`config.mk`:
```
export PLATFORM = sky130hd
export DESIGN_NAME = wrs_supervisor
export DESIGN_NICKNAME = d
export VERILOG_FILES = /design/src/rtl/wrs_pkg.sv /design/src/rtl/wrs_supervisor.sv
export SDC_FILE = /design/constraint.sdc
export NUM_CORES = 1
export LEC_CHECK = 0
export BUFFER_PORTS_ARGS = -buffer_cell sky130_fd_sc_hd__buf_2
export CAP_MARGIN = 20
export CORE_MARGIN = 3
export CORE_UTILIZATION = 61
export CTS_CLUSTER_DIAMETER = 120
export DETAILED_ROUTE_END_ITERATION = 10
export PLACE_DENSITY_LB_ADDON = 0.05
export SKIP_CTS_REPAIR_TIMING = 1
export SLEW_MARGIN = 5
export SYNTH_ARGS = -nofsm -noshare
export SYNTH_HDL_FRONTEND = slang
export SYNTH_SLANG_ARGS = --single-unit
```
`constraint.sdc`:
```
create_clock -name clk_sys -period 6.8 [get_ports clk_sys]
set_clock_uncertainty 0.1 [all_clocks]
set_input_delay 1.36 -clock clk_sys [delete_from_list [all_inputs] [get_ports clk_sys]]
set_output_delay 1.36 -clock clk_sys [all_outputs]
set_load 0.05 [all_outputs]
```
`src/rtl/wrs_pkg.sv`:
```
package wrs_pkg;

  // ----------------------------------------
  // timebase
  // ----------------------------------------
  localparam int CLK_HZ       = 20000000;
  localparam int XTAL_HZ      = 32768;
  localparam int MS_PER_S     = 1000;

  // ----------------------------------------
  // times in ms, except T_RPD_NS in ns
  // ----------------------------------------
  localparam int T_WDO_LONG_MS  = 1750;
  localparam int T_WDO_MID_MS   = 750;
  localparam int T_WDO_SHORT_MS = 250;
  localparam int T_WD_RST_MS    = 250;
  localparam int T_POR_MS       = 250;
  localparam int T_WC_MS        = 5;
  localparam int T_RPD_NS       = 500;

  // ----------------------------------------
  // derived counts
  // ----------------------------------------
  localparam int WDO_LONG_TICKS  = XTAL_HZ * T_WDO_LONG_MS / MS_PER_S;
  localparam int WDO_MID_TICKS   = XTAL_HZ * T_WDO_MID_MS / MS_PER_S;
  localparam int WDO_SHORT_TICKS = XTAL_HZ * T_WDO_SHORT_MS / MS_PER_S;
  localparam int WD_RST_TICKS    = XTAL_HZ * T_WD_RST_MS / MS_PER_S;
  localparam int POR_TICKS       = XTAL_HZ * T_POR_MS / MS_PER_S;
  localparam int WC_CYCLES       = CLK_HZ / MS_PER_S * T_WC_MS;
  localparam int RPD_CYCLES      = T_RPD_NS / (1000000000 / CLK_HZ);

  // ----------------------------------------
  // widths and period codes
  // ----------------------------------------
  localparam int TW = 16;
  localparam int NW = 17;
  localparam logic [1:0] SEL_LONG  = 2'h0;
  localparam logic [1:0] SEL_MID   = 2'h1;
  localparam logic [1:0] SEL_SHORT = 2'h2;
  localparam logic [1:0] SEL_OFF   = 2'h3;
  localparam logic [TW-1:0] CNT_ZERO = 16'h0000;
  localparam logic [NW-1:0] NV_ZERO  = 17'h00000;
  localparam logic [TW-1:0] CNT_ONE  = 16'h0001;
  localparam logic [NW-1:0] NV_ONE   = 17'h00001;

  typedef enum logic [1:0] {
    ST_POR,
    ST_RUN,
    ST_WDRST,
    ST_LOWV
  } wrs_mode_t;

  typedef struct packed {
    wrs_mode_t         mode;
    logic [TW-1:0]     tcnt;
    logic [TW-1:0]     wcnt;
    logic [NW-1:0]     ncnt;
    logic              nv_busy;
    logic              rst_lvl;
    logic              rst_oe;
  } wrs_state_t;

  typedef struct packed {
    logic wdog_period_sel_hi;
    logic wdog_period_sel_lo;
  } wrs_sel_t;

endpackage : wrs_pkg

```
`src/rtl/wrs_supervisor.sv`:
```
`timescale 1ns/1ns
`default_nettype none
module wrs_supervisor #(
  parameter logic [15:0] WDO_LONG  = 16'(wrs_pkg::WDO_LONG_TICKS),
  parameter logic [15:0] WDO_MID   = 16'(wrs_pkg::WDO_MID_TICKS),
  parameter logic [15:0] WDO_SHORT = 16'(wrs_pkg::WDO_SHORT_TICKS),
  parameter logic [15:0] WD_RST    = 16'(wrs_pkg::WD_RST_TICKS),
  parameter logic [15:0] POR_DLY   = 16'(wrs_pkg::POR_TICKS),
  parameter logic [16:0] WC_DLY    = 17'(wrs_pkg::WC_CYCLES)
) (
  input  wire logic             clk_sys,
  input  wire logic             rst,
  input  wire logic             clk_en,
  input  wire logic             xtal_tick,
  input  wire logic             supply_low,
  input  wire wrs_pkg::wrs_sel_t sel,
  input  wire logic             bus_access,
  input  wire logic             wr_stop,
  output logic                  reset_n_out,
  output logic                  reset_n_oe,
  output logic                  nv_busy
);

  // ----------------------------------------
  // period decode
  // ----------------------------------------
  function automatic logic [15:0] period_ticks(input logic [1:0] code);
    logic [15:0] r;
    r = WDO_LONG;
    unique case (code)
      wrs_pkg::SEL_LONG:  r = WDO_LONG;
      wrs_pkg::SEL_MID:   r = WDO_MID;
      wrs_pkg::SEL_SHORT: r = WDO_SHORT;
      wrs_pkg::SEL_OFF:   r = wrs_pkg::CNT_ZERO;
    endcase
    return r;
  endfunction : period_ticks

  wrs_pkg::wrs_state_t q;
  wrs_pkg::wrs_state_t d;
  logic [1:0]          code;
  logic                wd_off;
  logic                wd_expire;

  assign code      = {sel.wdog_period_sel_hi, sel.wdog_period_sel_lo};
  assign wd_off    = (code == wrs_pkg::SEL_OFF);
  assign wd_expire = !wd_off && !bus_access && xtal_tick
                     && (q.wcnt >= period_ticks(code) - wrs_pkg::CNT_ONE);

  // ----------------------------------------
  // next state
  // ----------------------------------------
  always_comb begin
    d = q;
    unique case (q.mode)
      wrs_pkg::ST_POR: begin
        if (xtal_tick) begin
          d.tcnt = q.tcnt + wrs_pkg::CNT_ONE;
          if (q.tcnt == POR_DLY - wrs_pkg::CNT_ONE) begin
            d.mode = wrs_pkg::ST_RUN;
            d.tcnt = wrs_pkg::CNT_ZERO;
            d.wcnt = wrs_pkg::CNT_ZERO;
          end
        end
      end
      wrs_pkg::ST_RUN: begin
        if (wd_off || bus_access) begin
          d.wcnt = wrs_pkg::CNT_ZERO;
        end else if (wd_expire) begin
          d.mode = wrs_pkg::ST_WDRST;
          d.wcnt = wrs_pkg::CNT_ZERO;
          d.tcnt = wrs_pkg::CNT_ZERO;
        end else if (xtal_tick) begin
          d.wcnt = q.wcnt + wrs_pkg::CNT_ONE;
        end
      end
      wrs_pkg::ST_WDRST: begin
        d.wcnt = wrs_pkg::CNT_ZERO;
        if (xtal_tick) begin
          d.tcnt = q.tcnt + wrs_pkg::CNT_ONE;
          if (q.tcnt == WD_RST - wrs_pkg::CNT_ONE) begin
            d.mode = wrs_pkg::ST_RUN;
            d.tcnt = wrs_pkg::CNT_ZERO;
          end
        end
      end
      wrs_pkg::ST_LOWV: begin
        d.tcnt = wrs_pkg::CNT_ZERO;
        d.wcnt = wrs_pkg::CNT_ZERO;
        if (!supply_low) begin
          d.mode = wrs_pkg::ST_POR; // supply back: rerun power-up delay
        end
      end
    endcase
    // low supply overrides mode and counters; the nonvolatile write runs on
    if (supply_low) begin
      d.mode = wrs_pkg::ST_LOWV;
      d.tcnt = wrs_pkg::CNT_ZERO;
      d.wcnt = wrs_pkg::CNT_ZERO;
    end
    // self-timed nonvolatile write; stops while busy are ignored
    if (q.nv_busy) begin
      d.ncnt = q.ncnt + wrs_pkg::NV_ONE;
      if (q.ncnt == WC_DLY - wrs_pkg::NV_ONE) begin
        d.nv_busy = 1'b0;
        d.ncnt    = wrs_pkg::NV_ZERO;
      end
    end else if (wr_stop) begin
      d.nv_busy = 1'b1;
      d.ncnt    = wrs_pkg::NV_ZERO;
    end
    // open drain: drive low only while asserted
    d.rst_oe  = (d.mode != wrs_pkg::ST_RUN);
    d.rst_lvl = !d.rst_oe;
  end

  // ----------------------------------------
  // state register
  // ----------------------------------------
  always_ff @(posedge clk_sys or posedge rst) begin
    if (rst) begin
      q.mode    <= wrs_pkg::ST_POR;
      q.tcnt    <= wrs_pkg::CNT_ZERO;
      q.wcnt    <= wrs_pkg::CNT_ZERO;
      q.ncnt    <= wrs_pkg::NV_ZERO;
      q.nv_busy <= 1'b0;
      q.rst_lvl <= 1'b0;
      q.rst_oe  <= 1'b1;
    end else if (clk_en) begin
      q <= d;
    end
  end

  assign reset_n_out = q.rst_lvl;
  assign reset_n_oe  = q.rst_oe;
  assign nv_busy     = q.nv_busy;
endmodule : wrs_supervisor
`default_nettype wire

```
-- Yosys cells after proc, flatten, opt, wreduce, memory -nomap -nowiden
Index checks and enable logic that the tools add are counted.
Widths: inputs -> output; s select.
- output and inout bits: 3
- flip-flop bits (word level): 54
- word-level logic and storage cells: 55
- input port bits: 9
- muxes and demuxes: 15
- reduce and logical (&&, ||, !) cells: 13
- equality and inequality tests: 15
- order comparisons: 1
- $add $sub $neg: 4
- operators by type and width (cell ; count):
    $pmux 34 s4 ; 1
    $mux 18 ; 7
    $mux 34 ; 3
    $pmux 16 s4 ; 1
    $mux 16 ; 3
    $add 16x1->16 const B ; 2
    $add 17x1->17 const B ; 1
    $eq 17x17->1 const B ; 1
    $eq 16x13->1 const B ; 1
    $ge 16x16->1 ; 1
    $sub 16x1->16 const B ; 1
    $ne 3x3->1 const B ; 5
    $eq 2x2->1 const B ; 4
    $ne 5x5->1 const B ; 1
    $reduce_and 5->1 ; 1
    $eq 2x1->1 const B ; 2
    $logic_not 2->1 ; 2
    $reduce_and 4->1 ; 1
    $logic_and 1x1->1 ; 3
    $logic_not 1->1 ; 3
    $ne 2x1->1 const B ; 1
    $reduce_and 2->1 ; 1
    $reduce_bool 2->1 ; 1
    $logic_or 1x1->1 ; 1

-- Longest topological paths before layout
- depth after elaboration: 11
- gate-level depth with buffers: 10
- mapped depth without buffers: 9

-- Least setup slack after synthesis
No wires, ideal clock.
- path type: in2reg
- start: input sel[0] (netlist bit)
- end: register q[41] (netlist bit)
- stages: 10
- required time: 6568 ps
- path buffers: 1
- path slack: 3442 ps
- data arrival time: 3125 ps
- library setup time: 132 ps
- cell sequence: inv_1 -> ha_1 -> inv_1 -> ha_1 -> nand4_1 -> nor4_1 -> o2111ai_1 -> nand2_1 -> buf_2 -> a31oi_1
- word-level cells in the longest chain between the ends: 7
- elaborated cells on any way between the ends: 15
- classes of those cells: 1 x add/sub; 1 x order compare; 5 x eq/ne; 1 x mux; 7 x reduce/logical
- ends and longest elaborated chain (what ; RTL line ; text):
    start: declaration ; wrs_supervisor.sv:16 ; input wire wrs_pkg::wrs_sel_t sel,
    $eq 2x2->1 (tied with other cells) ; wrs_supervisor.sv:30, wrs_supervisor.sv:46 ;
    $pmux 16 s4 or $logic_not 1->1 (tied branches) ; wrs_supervisor.sv:30, wrs_supervisor.sv:47 ;
    $sub 16x1->16 or $logic_and 1x1->1 (tied branches) ; wrs_supervisor.sv:48, wrs_supervisor.sv:47 ;
    $ge 16x16->1 or $logic_and 1x1->1 (tied branches) ; wrs_supervisor.sv:48, wrs_supervisor.sv:47 ;
    $logic_and 1x1->1 ; wrs_supervisor.sv:48 ; && (q.wcnt >= period_ticks(code) - wrs_pkg::CNT_ONE);
    $ne 3x3->1 (no line) ; -- ;
    $reduce_and 5->1 (no line) (*) ; -- ;
    end: declaration ; wrs_supervisor.sv:39 ; wrs_pkg::wrs_state_t q;
Every way passes the cells marked *; elsewhere a longest branch is shown, timed or not. The select of a mux whose other input is x is not followed.
A chain may end at the register's enable or synchronous reset.

-- Final worst setup path
- start: input sel[0] (netlist bit)
- end: register q[25] (netlist bit)
- word-level cells in the longest chain between the ends: 9
- elaborated cells on any way between the ends: 18
- classes of those cells: 1 x add/sub; 1 x order compare; 4 x eq/ne; 5 x mux; 7 x reduce/logical
- ends and longest elaborated chain (what ; RTL line ; text):
    $eq 2x2->1 (tied with other cells) ; wrs_supervisor.sv:30, wrs_supervisor.sv:46 ;
    $pmux 16 s4 or $logic_not 1->1 (tied branches) ; wrs_supervisor.sv:30, wrs_supervisor.sv:47 ;
    $sub 16x1->16 or $logic_and 1x1->1 (tied branches) ; wrs_supervisor.sv:48, wrs_supervisor.sv:47 ;
    $ge 16x16->1 or $logic_and 1x1->1 (tied branches) ; wrs_supervisor.sv:48, wrs_supervisor.sv:47 ;
    $logic_and 1x1->1 ; wrs_supervisor.sv:48 ;
    $mux 16 ; wrs_supervisor.sv:69 ; end else if (wd_expire) begin
    $mux 16 ; wrs_supervisor.sv:67 ; if (wd_off || bus_access) begin
    $pmux 34 s4 ; wrs_supervisor.sv:55 ; unique case (q.mode)
    $mux 34 ; wrs_supervisor.sv:96 ; if (supply_low) begin
Parallel ways exist; a longest one is shown, timed or not. The select of a mux whose other input is x is not followed.

==> results.json <==
{
  "ys_seq_elements": 54,
  "cts-root-buf": "clkbuf_8",
  "netlist_area_sq_um": 3110,
  "yosys_warnings": 0,
  "crit_type": "input port to flip-flop",
  "detailed_place.area_sq_um": 3220,
  "placed_cells": 426,
  "yosys_most_used_dff": "dfrtp_1",
  "crit_required_ps": 6870,
  "core-area_sq_um": 4820,
  "fin_area_sq_um": 3310,
  "start_util": 0.646,
  "power_uw": 675,
  "ys_seq_area_frac": 0.434,
  "drtIter0Drc": 94,
  "drive_above_1_share": 0.0845,
  "hold_viol": 0,
  "cts_max_path_buffers": 2,
  "die_area_sq_um": 6000,
  "cts_tree": "built",
  "antenna_found_initial": 0,
  "clk_pin_slew_ps": 100,
  "setup_viol": 0,
  "syn_to_final_growth_pct": 6.35,
  "drt-pass1-iter-count": 5,
  "clk_latency_ps": 320,
  "drv_slew": 0,
  "yosysTopAreaCellShare": 0.426,
  "h-tree-depth": 2,
  "dr_total_vias": 2711,
  "rsz0062_at_grt": "false",
  "synth_area_leaders": "dfrtp_1 (43%), nand2_1 (5.7%), nor2_1 (4.2%), nand3_1 (4.0%), a21oi_1 (3.4%)",
  "post-route-min-period_ps": 3590,
  "die_h_microns": 77.4,
  "nets": 383,
  "maxCapViolCount": 0,
  "vias_per_cell": 6.25,
  "fmaxAchievable_mhz": 279,
  "cp_max_fo": 11,
  "io_pins": 12,
  "die_w_microns": 77.4,
  "syn_inst": 358,
  "grt_pass1_wl_mm": 11.2,
  "cpMaxStageDelayCell": "nor2_1",
  "grt_max_degree": 55,
  "nFillCells": 422,
  "critPathArrivalTime_ps": 3660,
  "cp-end-kind": "flip-flop",
  "port_buffers": 11,
  "peakVddDrop_v": 0.000151,
  "synth_edf_count": 0,
  "cp_cell_sequence": "buf_2, inv_1, ha_1, inv_1, ha_1, nand4_1, nor4_1, o31ai_1, nor2_1, nor2_1",
  "syn_avg_cell_area_sq_um": 8.70,
  "num_antenna_cells": 0,
  "max_slew_margin": 0.392,
  "numCtsBuffers": 5,
  "outcome": "complete, no violations",
  "ys_types": 51,
  "pwr_density_cell_nw_per_um2": 204,
  "hold_ws_ps": 394,
  "grt_use_total": 0.225,
  "drc": 0,
  "first_global_vias": 2484,
  "finalCritPeriodShare": 0.528,
  "min_path_type": "flip-flop to flip-flop",
  "cpLargestDelayFamily": "simple AND/OR/NAND/NOR gates",
  "cpPeakStageDelay_ps": 590,
  "worst_setup_path_start_kind": "input port",
  "final_core_util": 0.687,
  "post_drt_wl_per_cell_microns": 14.5,
  "dp_slack_ps": 2880,
  "synth_nets": 375,
  "yosys.area.top_type": "dfrtp_1",
  "wl_mm": 6.30,
  "final_cells": 434,
  "crit_buf_inv": 3,
  "max_slew.worst_pin.slew_ps": 904,
  "hpwlAfterDp_mm": 4.45,
  "rows": 25,
  "gp_congestion": 0.827,
  "overflow": 0,
  "cts.sinks": 54,
  "ant_nets": 0,
  "leakage_nw": 1.38,
  "setup_tns_ps": 0,
  "async_flop_share": 1.00,
  "setup_slack_ps": 3210
}
Yosys cell counts, types with 8 or more instances:
cell      instances
nor2_1           35
a31oi_1          13
and3_1            8
o31ai_1           9
a21oi_1          21
clkbuf_1          9
o21ai_0          16
ha_1              8
dfrtp_1          53
nand3_1          25
nand4_1           9
nand2_1          47
xor2_1           10
inv_1            16
cells in the final DEF, fill, tap and decap left out, types with 2 or more instances in the layout:
master / instances
inv_6: 2
nor2_1: 35
and3_1: 8
nor4_1: 4
nand3_1: 25
or3_1: 4
nand4_1: 9
nand2b_1: 3
inv_1: 15
a41oi_1: 5
xor2_1: 10
o211ai_1: 2
a31o_2: 2
o21a_1: 4
a21oi_1: 21
or4_1: 4
a31oi_1: 13
o2111ai_1: 6
o31ai_1: 9
dfrtp_1: 53
o311ai_1: 3
xnor2_1: 5
buf_4: 3
nand2_1: 47
o21ai_1: 4
buf_2: 11
and4_1: 3
o21ai_0: 16
ha_1: 8
clkbuf_8: 5
nor3_1: 6
area by class of cell:
type,instances,area (sq um),area share
clock buffers,5,68.8,0.0208
clock inverters,3,26.3,0.00794
inverters,16,60.1,0.0181
multi-input cells,275,1640,0.496
flip-flops and latches,54,1350,0.409
well taps,67,83.8,0.0253
repair buffers,14,77.6,0.0234
power by group:
group	internal, mW	leakage, nW	total (mW)	switching [mW]
registers	0.345	0.712	0.377	0.0315
clock network	0.0761	0.0491	0.192	0.116
logic	0.0390	0.616	0.106	0.0669
total	0.460	1.38	0.675	0.215
state kept, by name, summed over array words and instances (netlist names):
register	cells
reset_n_out	1
nv_busy	1
q	51
reset_n_oe	1
final timing paths:
check	slack, ps	cells past startpoint	end	from
worst max-delay path	3210	10	q[25]$_DFFE_PP0P_	sel[0]
worst min-delay path	390	1	q[47]$_DFFE_PP0P_	q[47]$_DFFE_PP0P_
worst max register to register	4050	5	q[25]$_DFFE_PP0P_	q[49]$_DFFE_PP0P_
worst min register to register	390	1	q[47]$_DFFE_PP0P_	q[47]$_DFFE_PP0P_
max in group asynchronous	5020	3	q[33]$_DFFE_PP0P_	rst
min in group asynchronous	1110	3	q[14]$_DFFE_PP0P_	rst
cell families (layout without fill, tap and decap cells):
logic type,after synthesis,after routing,synth area share
fa+ha+maj,8,8,0.0322
mux,1,1,0.00322
compound gates,94,94,0.198
buf+inv,29,38,0.0382
simple gates,157,157,0.252
xor+xnor,15,15,0.0422
flops,54,54,0.434
metal layers:
layer,global-route usage,vias to the layer above,part of all wire
li1,-,1335,-
met1,0.306,1335,0.48
met2,0.378,37,0.48
met3,0.0383,4,0.035
met4,0.0480,0,0.0052
met5,0,-,0
(Power assumes the default switching activity.)
